--- src/shared/xls_pkg.sv ---
// constants, types and timing figures of the line sensor readout block
package xls_pkg;
    // system clock
    localparam int SYS_CLK_HZ = 10000000;
    // video sample width
    localparam int SAMPLE_W = 12;
    // elements per scan (coarse pitch default, fine pitch is 256)
    localparam int ELEM_COARSE = 128;
    localparam int ELEM_FINE = 256;
    // scan timing in half sensor clocks; scan start edge counts as clock 1
    localparam int HALF_W = 16;
    localparam logic [HALF_W-1:0] H_START = 16'h0002;
    // first video at 18.5 clocks
    localparam logic [HALF_W-1:0] H_VIDEO_FIRST = 16'h0025;
    // element spacing of four clocks, in half clocks
    localparam logic [HALF_W-1:0] H_ELEM = 16'h0008;
    // strobe rises one clock after the video (19.5), falls two clocks later
    localparam logic [2:0] PH_STROBE_RISE = 3'h2;
    localparam logic [2:0] PH_STROBE_FALL = 3'h6;
    // done pulse lasts two sensor clocks
    localparam logic [HALF_W-1:0] H_DONE_LEN = 16'h0004;
    // integration window, counted in sensor clock rising edges
    localparam logic [5:0] INT_OPEN_CLK = 6'h1e;
    localparam logic [5:0] INT_CLOSE_CLK = 6'h08;
    // buffer geometry
    localparam int FIFO_DEPTH = 16;

    // one element charge from the amplifier array
    typedef struct packed {
        logic [SAMPLE_W-1:0] value;
    } xls_sample_s;

    // readout sequencer states
    typedef enum logic [1:0] {
        XLS_IDLE = 2'b00,
        XLS_ARMED = 2'b01,
        XLS_SCAN = 2'b10,
        XLS_DONE = 2'b11
    } xls_state_e;

    // pin outputs that travel together
    typedef struct packed {
        logic [SAMPLE_W-1:0] video;
        logic video_oe_n;
        logic strobe;
        logic done_n;
    } xls_pins_s;
endpackage

--- src/xls_fifo.sv ---
// parameterised sample fifo with valid/ready on both sides
`timescale 1ns/1ps
`default_nettype none
module xls_fifo
#(
    parameter int WIDTH = 12,
    parameter int DEPTH = 16
)
(
    // clock and reset
    input wire logic i_sys_clk,
    input wire logic i_sys_rst,
    // fill side
    input wire logic i_in_valid,
    input wire logic [WIDTH-1:0] i_in_data,
    output logic o_in_ready,
    // drain side
    output logic o_out_valid,
    output logic [WIDTH-1:0] o_out_data,
    input wire logic i_out_ready
);
    localparam int AW = $clog2(DEPTH);
    localparam logic [AW:0] DEPTH_C = (AW+1)'(DEPTH);

    logic [WIDTH-1:0] mem [DEPTH];
    logic [AW-1:0] wr_reg, wr_next, rd_reg, rd_next;
    logic [AW:0] cnt_reg, cnt_next;
    logic ready_reg, ready_next;
    logic push, pop;

    // ready is a flop so that the source sees a clean level
    always_comb
    begin
        push = i_in_valid && ready_reg;
        pop = i_out_ready && (cnt_reg != '0);
        wr_next = push ? AW'(wr_reg + 1'b1) : wr_reg;
        rd_next = pop ? AW'(rd_reg + 1'b1) : rd_reg;
        cnt_next = cnt_reg;
        if (push && !pop)
        begin
            cnt_next = cnt_reg + 1'b1;
        end
        else if (pop && !push)
        begin
            cnt_next = cnt_reg - 1'b1;
        end
        ready_next = (cnt_next != DEPTH_C);
    end

    // pointer and count registers
    always_ff @(posedge i_sys_clk)
    begin
        if (i_sys_rst)
        begin
            wr_reg <= '0;
            rd_reg <= '0;
            cnt_reg <= '0;
            ready_reg <= 1'b0;
        end
        else
        begin
            wr_reg <= wr_next;
            rd_reg <= rd_next;
            cnt_reg <= cnt_next;
            ready_reg <= ready_next;
        end
    end

    // storage array, no reset needed
    always_ff @(posedge i_sys_clk)
    begin
        if (push)
        begin
            mem[wr_reg] <= i_in_data;
        end
    end

    assign o_in_ready = ready_reg;
    assign o_out_valid = (cnt_reg != '0);
    assign o_out_data = mem[rd_reg];
endmodule
`default_nettype wire

--- src/xls_readout.sv ---
// timing generator and video readout of the line sensor
`timescale 1ns/1ps
`default_nettype none
module xls_readout
    import xls_pkg::*;
#(
    parameter int ELEMS = xls_pkg::ELEM_COARSE
)
(
    // system clock and reset
    input wire logic i_sys_clk,
    input wire logic i_sys_rst,
    // sensor pins from the controller
    input wire logic i_sensor_clk,
    input wire logic i_reset_pulse,
    input wire logic i_chain_start_input,
    input wire logic i_chain_role_first,
    input wire logic i_gain_high,
    // charges from the amplifier array
    input wire logic i_charge_valid,
    input wire xls_pkg::xls_sample_s i_charge,
    output logic o_charge_ready,
    // sensor outputs
    output logic [xls_pkg::SAMPLE_W-1:0] o_video,
    output logic o_video_oe_n,
    output logic o_sample_strobe,
    output logic o_scan_done_pulse_n,
    output logic o_integrating,
    output logic o_high_gain
);
    import xls_pkg::*;

    localparam logic [HALF_W-1:0] H_ELEMS_END = HALF_W'(ELEMS * 8);

    // ****************************************
    // pin synchronisers and edge detection
    // ****************************************
    logic [1:0] clk_sy_reg, rst_sy_reg, chn_sy_reg, gain_sy_reg, role_sy_reg;
    logic clk_d_reg, rst_d_reg;
    logic clk_fall, clk_rise, rst_fall, rst_rise;

    // two flops on every pin; only the second stage is read by logic
    always_ff @(posedge i_sys_clk)
    begin
        if (i_sys_rst)
        begin
            clk_sy_reg <= 2'h0;
            rst_sy_reg <= 2'h0;
            chn_sy_reg <= 2'h0;
            gain_sy_reg <= 2'h0;
            role_sy_reg <= 2'h0;
            clk_d_reg <= 1'b0;
            rst_d_reg <= 1'b0;
        end
        else
        begin
            clk_sy_reg <= {clk_sy_reg[0], i_sensor_clk};
            rst_sy_reg <= {rst_sy_reg[0], i_reset_pulse};
            chn_sy_reg <= {chn_sy_reg[0], i_chain_start_input};
            gain_sy_reg <= {gain_sy_reg[0], i_gain_high};
            role_sy_reg <= {role_sy_reg[0], i_chain_role_first};
            clk_d_reg <= clk_sy_reg[1];
            rst_d_reg <= rst_sy_reg[1];
        end
    end

    // edges of the sensor clock and reset seen in the system domain
    always_comb
    begin
        clk_fall = clk_d_reg && !clk_sy_reg[1];
        clk_rise = !clk_d_reg && clk_sy_reg[1];
        rst_fall = rst_d_reg && !rst_sy_reg[1];
        rst_rise = !rst_d_reg && rst_sy_reg[1];
    end

    // ****************************************
    // sample buffer
    // ****************************************
    logic fifo_valid;
    logic [SAMPLE_W-1:0] fifo_data;
    logic fifo_pop;

    xls_fifo #(
        .WIDTH(SAMPLE_W),
        .DEPTH(FIFO_DEPTH)
    ) u_fifo (
        .i_sys_clk(i_sys_clk),
        .i_sys_rst(i_sys_rst),
        .i_in_valid(i_charge_valid),
        .i_in_data(i_charge.value),
        .o_in_ready(o_charge_ready),
        .o_out_valid(fifo_valid),
        .o_out_data(fifo_data),
        .i_out_ready(fifo_pop)
    );

    // ****************************************
    // integration window
    // ****************************************
    logic [5:0] icnt_reg, icnt_next;
    logic integ_reg, integ_next;

    // reset is aligned to a rising clock edge, so rising edges are counted
    always_comb
    begin
        icnt_next = icnt_reg;
        integ_next = integ_reg;
        if (rst_rise || rst_fall)
        begin
            icnt_next = 6'h00;
        end
        else if (clk_rise && icnt_reg != 6'h3f)
        begin
            icnt_next = icnt_reg + 1'b1;
            if (rst_sy_reg[1] && icnt_next == INT_OPEN_CLK)
            begin
                integ_next = 1'b1;
            end
            if (!rst_sy_reg[1] && icnt_next == INT_CLOSE_CLK)
            begin
                integ_next = 1'b0;
            end
        end
    end

    // window registers
    always_ff @(posedge i_sys_clk)
    begin
        if (i_sys_rst)
        begin
            icnt_reg <= 6'h3f;
            integ_reg <= 1'b0;
        end
        else
        begin
            icnt_reg <= icnt_next;
            integ_reg <= integ_next;
        end
    end

    // ****************************************
    // scan sequencer
    // ****************************************
    xls_state_e st_reg, st_next;
    logic [HALF_W-1:0] h_reg, h_next;
    xls_pins_s pins_reg, pins_next;
    logic gain_reg, gain_next;
    logic [HALF_W-1:0] off;
    logic start_ok;

    // true when the phase offset lands on the given phase of an element inside the scan
    function automatic logic at_phase(input logic [HALF_W-1:0] o,
                                      input logic [2:0] ph);
        at_phase = (o[2:0] == ph) && (o < H_ELEMS_END);
    endfunction

    always_comb
    begin
        st_next = st_reg;
        h_next = h_reg;
        pins_next = pins_reg;
        gain_next = gain_sy_reg[1];
        fifo_pop = 1'b0;
        off = HALF_W'(h_reg - H_VIDEO_FIRST);
        // a later chain member waits for the previous done pulse
        start_ok = role_sy_reg[1] || !chn_sy_reg[1];
        case (st_reg)
            XLS_IDLE:
            begin
                if (rst_fall)
                begin
                    st_next = XLS_ARMED;
                end
            end
            XLS_ARMED:
            begin
                if (rst_sy_reg[1])
                begin
                    st_next = XLS_IDLE;
                end
                else if (clk_fall && start_ok)
                begin
                    st_next = XLS_SCAN;
                    h_next = H_START;
                end
            end
            XLS_SCAN:
            begin
                if (clk_fall || clk_rise)
                begin
                    h_next = h_reg + 1'b1;
                    off = HALF_W'(h_next - H_VIDEO_FIRST);
                    if (h_next >= H_VIDEO_FIRST)
                    begin
                        if (at_phase(off, 3'h0))
                        begin
                            // an empty buffer holds the last word
                            pins_next.video = fifo_valid ? fifo_data
                                : pins_reg.video;
                            pins_next.video_oe_n = 1'b0;
                            fifo_pop = fifo_valid;
                        end
                        if (at_phase(off, PH_STROBE_RISE))
                        begin
                            pins_next.strobe = 1'b1;
                        end
                        if (at_phase(off, PH_STROBE_FALL))
                        begin
                            pins_next.strobe = 1'b0;
                        end
                        if (off == H_ELEMS_END)
                        begin
                            st_next = XLS_DONE;
                            h_next = '0;
                            pins_next.done_n = 1'b0;
                            pins_next.video_oe_n = 1'b1;
                        end
                    end
                end
            end
            XLS_DONE:
            begin
                if (clk_fall || clk_rise)
                begin
                    h_next = h_reg + 1'b1;
                    if (h_next == H_DONE_LEN)
                    begin
                        pins_next.done_n = 1'b1;
                        st_next = XLS_IDLE;
                    end
                end
            end
            default:
            begin
                st_next = XLS_IDLE;
            end
        endcase
        // a reset fall during the done pulse still arms the next scan
        if (st_reg == XLS_DONE && rst_fall)
        begin
            st_next = XLS_ARMED;
            pins_next.done_n = 1'b1;
        end
    end

    // sequencer registers; video idles released, done high, strobe and gain low
    always_ff @(posedge i_sys_clk)
    begin
        if (i_sys_rst)
        begin
            st_reg <= XLS_IDLE;
            h_reg <= '0;
            pins_reg <= '{video: '0, video_oe_n: 1'b1, strobe: 1'b0,
                          done_n: 1'b1};
            gain_reg <= 1'b0;
        end
        else
        begin
            st_reg <= st_next;
            h_reg <= h_next;
            pins_reg <= pins_next;
            gain_reg <= gain_next;
        end
    end

    // every output straight from a flop
    assign o_video = pins_reg.video;
    assign o_video_oe_n = pins_reg.video_oe_n;
    assign o_sample_strobe = pins_reg.strobe;
    assign o_scan_done_pulse_n = pins_reg.done_n;
    assign o_integrating = integ_reg;
    assign o_high_gain = gain_reg;
endmodule
`default_nettype wire

--- config.mk ---
export PLATFORM = sky130hd
export DESIGN_NAME = xls_readout
export DESIGN_NICKNAME = d
export VERILOG_FILES = /design/src/shared/xls_pkg.sv /design/src/xls_fifo.sv /design/src/xls_readout.sv
export SDC_FILE = /design/constraint.sdc
export NUM_CORES = 1
export LEC_CHECK = 0
export BUFFER_PORTS_ARGS = -buffer_cell sky130_fd_sc_hd__buf_4
export CELL_PAD_IN_SITES_DETAIL_PLACEMENT = 1
export CELL_PAD_IN_SITES_GLOBAL_PLACEMENT = 1
export CORE_MARGIN = 2
export CORE_UTILIZATION = 32
export CTS_BUF_LIST = sky130_fd_sc_hd__clkbuf_8
export DETAILED_ROUTE_END_ITERATION = 8
export PLACE_DENSITY = 0.64
export SYNTH_ARGS = -nofsm -noshare
export SYNTH_HDL_FRONTEND = slang
export SYNTH_HIERARCHICAL = 1
export SYNTH_SLANG_ARGS = --single-unit
--- constraint.sdc ---
create_clock -name i_sys_clk -period 4.5 [get_ports i_sys_clk]
set_input_delay 0.675 -clock i_sys_clk [delete_from_list [all_inputs] [get_ports i_sys_clk]]
set_output_delay 0.675 -clock i_sys_clk [all_outputs]
set_load 0.1 [all_outputs]
======== Yosys cells after proc, flatten, opt, wreduce, memory -nomap -nowiden ========
Memory sizes are Yosys's and may differ from the RTL's. A register that Yosys moved wholly into a read port is not among the register bits.
Index checks and enable logic that the tools add are counted.
word-level totals
  output and inout bits ................... 18
  input port bits ......................... 20
  memories kept ........................... 1
  bits in registers ....................... 55
  bits in writable memories ............... 192
  word-level logic and storage cells ...... 141
cells by class
  order comparisons ....................... 2
  mux-type cells .......................... 39
  add/sub/neg operators ................... 7
  reductions and logical operators ........ 44
  bitwise operators ....................... 1
  eq/ne operators ......................... 27
memories
  memory      words  bits a word  rd ports  clocked after Yosys merged registers in  wr ports  line            source
  u_fifo.mem  16     12           1         1                                        1         xls_fifo.sv:25  logic [WIDTH-1:0] mem [DEPTH];
operator list
  cell                     number
  $mux W16                 6
  $pmux W16 S3             1
  $mux W1                  18
  $add A16 B1 Y16 const B  1
  $eq A16 B11 Y1 const B   1
  $eq A16 B3 Y1 const B    1
  $ge A16 B6 Y1 const B    1
  $logic_and A1 B1 Y1      16
  $lt A16 B11 Y1 const B   1
  $mux W2                  8
  $ne A2 B2 Y1 const B     8
  $sub A16 B6 Y16 const B  1
  $ne A3 B3 Y1 const B     5
  $reduce_and A7 Y1        2
  $mux W6                  2
  $mux W5                  2
  $reduce_and A5 Y1        2
  $reduce_bool A2 Y1       5
  $add A4 B1 Y4 const B    2
  $pmux W2 S4              1
  $reduce_and A4 Y1        2
  $logic_not A1 Y1         7
  $add A6 B1 Y6 const B    1
  $eq A6 B4 Y1 const B     1
  other kinds (21)         25

======== Depth between registers and ports, before layout ========
  word-level depth ........................ 13
  gate-level depth with buffers ........... 17
  gate-level depth less buffers ........... 14

======== Modules after synthesis ========
Netlist, hierarchy kept.
by module, submodules not included
  module       instances  area an instance (µm²)  sequential area each (µm²)  cells each
  xls_fifo     1          8,181.6                 6,125.9                     375
  xls_readout  1          3,290.7                 1,061.0                     393

======== Worst setup path after synthesis ========
OpenSTA, ideal clock, no wires.
  path kind ............................... reg-to-reg
  start point ............................. register h_reg[0]
  end point ............................... register u_fifo.ready_reg (netlist: u_fifo/o_in_ready)
  required time ........................... 4.362 ns
  slack ................................... 0.819 ns
  cell stages (with the launch flop) ...... 17
  data arrival time ....................... 3.543 ns
  library setup time ...................... 0.138 ns
  clock period less this slack ............ 3.681 ns
  path through ............................ dfxtp_1 buf_2 inv_1 ha_1 nor2b_1 a2111oi_2 a21oi_1 or4_1 a21oi_2 nor2_1 and4b_1 buf_6 buf_12 nand2_4 maj3_1 a22oi_1 a41oi_1
on the way
  cells in the longest elaborated chain, start to end .. 13
ends and longest elaborated chain
  item                                                     line                            source
  start, declared                                          xls_readout.sv:145              logic [HALF_W-1:0] h_reg, h_next;
  start signal, assigned                                   xls_readout.sv:260              h_reg <= h_next;
  $add A16 B1 Y16 *                                        xls_readout.sv:191              h_next = h_reg + 1'b1;
  $sub A16 B6 Y16                                          xls_readout.sv:192              off = HALF_W'(h_next - H_VIDEO_FIRST);
  $lt A16 B11 Y1 or $logic_not A3 Y1 (tied branches)       xls_readout.sv:154              at_phase = (o[2:0] == ph) && (o < H_ELEMS_END);
  $logic_and A1 B1 Y1                                      xls_readout.sv:154
  $mux W1                                                  xls_readout.sv:195              if (at_phase(off, 3'h0))
  $mux W1 *                                                xls_readout.sv:193              if (h_next >= H_VIDEO_FIRST)
  $mux W1 *                                                xls_readout.sv:189              if (clk_fall || clk_rise)
  $mux W1 *                                                xls_readout.sv:167              case (st_reg)
  named net fifo_pop                                       xls_readout.sv:81               logic fifo_pop;
  $logic_and A1 B1 Y1 *                                    xls_fifo.sv:35                  pop = i_out_ready && (cnt_reg != '0);
  $logic_and A1 B1 Y1 or $logic_not A1 Y1 (tied branches)  xls_fifo.sv:43, xls_fifo.sv:39
  $mux W5 or $logic_and A1 B1 Y1 (tied branches)           xls_fifo.sv:43, xls_fifo.sv:39
  $mux W5 *                                                xls_fifo.sv:39                  if (push && !pop)
  $ne A5 B5 Y1 *                                           xls_fifo.sv:47                  ready_next = (cnt_next != DEPTH_C);
  end signal, assigned                                     xls_fifo.sv:65                  ready_reg <= ready_next;
  end, declared                                            xls_fifo.sv:28                  logic ready_reg, ready_next;
Mark *: on every way through the listed nets, which the timed path passes. The rest lies on a longest branch.
A chain may end at the register's enable or synchronous reset.

======== Worst setup path after layout ========
  start point ............................. register h_reg[0]
  end point ............................... register u_fifo.ready_reg (netlist: u_fifo/o_in_ready)
on the way
  cells in the longest elaborated chain, start to end .. 13
ends and longest elaborated chain
  item                                                     line
  $add A16 B1 Y16 *                                        xls_readout.sv:191
  $sub A16 B6 Y16                                          xls_readout.sv:192
  $lt A16 B11 Y1 or $logic_not A3 Y1 (tied branches)       xls_readout.sv:154
  $logic_and A1 B1 Y1                                      xls_readout.sv:154
  $mux W1                                                  xls_readout.sv:195
  $mux W1 *                                                xls_readout.sv:193
  $mux W1 *                                                xls_readout.sv:189
  $mux W1 *                                                xls_readout.sv:167
  $logic_and A1 B1 Y1 *                                    xls_fifo.sv:35
  $logic_and A1 B1 Y1 or $logic_not A1 Y1 (tied branches)  xls_fifo.sv:43, xls_fifo.sv:39
  $mux W5 or $logic_and A1 B1 Y1 (tied branches)           xls_fifo.sv:43, xls_fifo.sv:39
  $mux W5 *                                                xls_fifo.sv:39
  $ne A5 B5 Y1 *                                           xls_fifo.sv:47
Every way passes the cells marked *; elsewhere a longest branch is shown, timed or not.

==> metrics.md <==
| Metric | Value |
|---|---|
| Top cell type's share of synthesized area | 0.503 |
| Vias per inst | 5.12 |
| Clock Skew | 0.0234 ns |
| Filler Cell Count | 3,681 |
| Outcome | finished clean |
| Layout cell share with drive strength beyond 1 | 0.221 |
| Leading cell type in the layout, fill and taps excluded | edfxtp_1 |
| Fmax | 247 MHz |
| Min-Delay Startpoint | i_reset_pulse |
| Largest register FFs | 192 |
| Met3 wire len | 956 um |
| Antenna-violating nets left | 0 |
| HP Class | in2reg |
| Post-synthesis average cell area | 14.9 um^2 |
| Hold WS | 0.337 ns |
| CP Launch Type | register |
| Routed length per instance | 20.3 um |
| Ranking of synthesized cells by area | edfxtp_1 (50%), dfxtp_1 (12%), mux4_2 (12%) |
| Critical Path AT | 4.48 ns |
| Die Wd | 193 um |
| Multi-input logic area | 0.00398 mm^2 |
| CTS H-tree depth | 2 |
| Cells on worst reg2reg path | 14 |
| Rel. slew slack | 0.305 |
| Mapped Nets | 807 |
| Port bufs | 37 |
| Final #Nets | 860 |
| Clock-pin slew on the worst setup and hold paths | 0.06 ns |
| Worst Max-Slew Pin Slew | 1.04 ns |
| CTS Hold Buffers Added | 0 |
| Crit end category | register |
| Remaining DRCs | 0 |
| Total GRT Usage | 0.143 |
| Hold path cells | 2 |
| Distinct cells, synth | 77 |
| Pwr/cell area | 372 mW/mm^2 |
| Mapped cell area | 0.0115 mm^2 |
| Cell Rows | 69 |
| Min Tclk post-route | 4.05 ns |
| Antenna cells | 0 |
| DR top layer | met5 |
| R2r setup slk | 0.45 ns |
| Die ar. | 0.0374 mm^2 |
| Pre-CTS setup slack | 0.497 ns |
| Largest net degree at the start of global routing | 49 |
| Yosys top cell by area | edfxtp_1 |
| Final Cycle Share | 0.901 |
| Metal-1 WL | 12.2 mm |
| Final Setup Violations | 0 |
| DRT Pass-1 Iters | 4 |
| Met2 routed WL | 12.9 mm |
| Unrepaired setup endpoints after global routing | no |
| Grt total ovfl | 0 |
| Commonest cells after routing, fill and taps aside | edfxtp_1 (192), dfxtp_1 (69), mux4_2 (60), nor2_1 (54), buf_4 (48) |
| Core ar. | 0.0354 mm^2 |
| P&R area growth vs syn | 13.6% |
| Critical-path maximum fanout | 16 |
| Util after Layout | 0.368 |
| Dpl hpwl | 17.0 mm |
| Routability Congestion | 0.803 |
| Reg-to-reg startpoint | h_reg[0] |
| FF-to-FF End | u_fifo/o_in_ready |
| Max Slew Vio Count | 0 |
| Worst Path Required | 4.92 ns |
| Setup slack after layout | 0.446 ns |
| Synth warn | 6 |
| CTS tree | done |
| Die Y | 193 um |
| FF+latch area | 0.00719 mm^2 |
| Maximum clock insertion buffer count | 3 |
| #FFs+latches synth | 263 |
| Post-cts sizing count | 0 |
| DR iter-0 viols | 311 |
| Clock latency on the worst-skew pair | 0.57 ns |
| Sequential share of the synthesized area | 0.626 |
| Post-CTS setup buffers | 0 |
| Synth Flop Type | edfxtp_1 |
| Final wirelength | 26.7 mm |
| Initial core utilization | 0.324 |
| Max-cap violations | 0 |
| Initial antenna violation count | 3 |
| CTS root buf | clkbuf_8 |
| Hold Path Sink | rst_sy_reg[0] |
| First-pass GRT wire length | 42.3 mm |
| EDFF count, synth | 192 |
| Total CTS buffers | 44 |
| Via count | 6,742 |
| Final hold vios | 0 |
| Synth Instances | 768 |
| Worst Setup Path Type | reg2reg |
| Num Clock Sinks | 263 |
| FFs w/ async S/R, synth | 0 |
| Critical path startpoint | h_reg[0] |
| Leakage Power | 4.32 nW |
| Peak supply drop | 0.000191 V |
| TNS Setup | 0 ns |
| Ports | 38 |
| Number of global-route vias before repair | 7,191 |
[critical path: stages (launching register included)]
cell and delay, ns:
dfxtp_1 0.33, ha_1 0.57, and4_1 0.38, nand4_1 0.13, o21ai_1 0.23, nand3_1 0.18
a32o_1 0.26, nor3_1 0.53, and4b_1 0.42, buf_4 0.21, nand4b_1 0.17, and2_1 0.15
o221ai_1 0.12, o41ai_1 0.09, a41oi_1 0.16
[layout make-up]
type                            instances  area share
Clock buffer                           44      0.0465
Clock inverter                         38      0.0183
Inverter                               21     0.00605
Multi-Input combinational cell        443       0.305
Sequential cell                       263       0.552
Tap cell                              461      0.0443
Timing Repair Buffer                   48      0.0277
[metal layers]
metal / GRT usage / up-vias
li1: - / 3109
met5: 0 / -
met2: 0.236 / 97
met1: 0.188 / 3480
met3: 0.0317 / 50
met4: 0.0447 / 6
[logic make-up (layout without fill, tap and decap cells)]
group	after synthesis	count (layout)	share of synthesized area
adder cells (fa/ha/maj)	20	20	0.0216
flip-flops	263	263	0.626
XOR/XNOR	26	26	0.0198
buffers and inverters	62	151	0.0268
AND/OR/NAND/NOR	214	214	0.107
multiplexers	75	75	0.131
AO/OA/AOI/OAI	108	108	0.0667
[synth_stat cells, types with 11 or more instances]
cell,n
and2_1,18
a21oi_1,22
nand2_1,30
mux4_2,60
a21o_1,11
nand3_1,20
inv_1,21
nor2_1,54
xor2_1,11
dfxtp_1,71
xnor2_1,15
clkbuf_1,22
edfxtp_1,192
o21ai_0,18
nor2b_1,14
nor3_1,13
mux2i_1,14
ha_1,19
[where the power goes]
group	internal [mW]	total, mW	switching (mW)
registers	2.62	2.64	0.0235
logic	0.0616	0.157	0.0954
clock network	1.05	2.04	0.987
total	3.73	4.84	1.11
[worst max-delay path by stage]
stage | endpoint | cells past startpoint | slack, ns
2_1_floorplan | u_fifo/o_in_ready | 16 | 0.82
3_3_place_gp | u_fifo/o_in_ready | 14 | 0.57
3_5_place_dp | u_fifo/o_in_ready | 14 | 0.50
4_1_cts | u_fifo/o_in_ready | 14 | 0.46
5_1_grt | u_fifo/o_in_ready | 14 | 0.17
6_report | u_fifo/o_in_ready | 14 | 0.45
[through the flow]
| stage | std cells | total power [mW] | area (um^2) |
|---|---|---|---|
| final | 1318 | 4.84 | 13000 |
| after global routing | 1318 | 5.05 | 13000 |
| after CTS | 1318 | 4.92 | 13000 |
| after detailed placement | 1236 | 2.86 | 12200 |
| after global placement | 1236 | 2.85 | 12200 |
| after floorplan | 768 | 2.79 | 11500 |
Note: power is estimated with default switching activity, not from simulation.
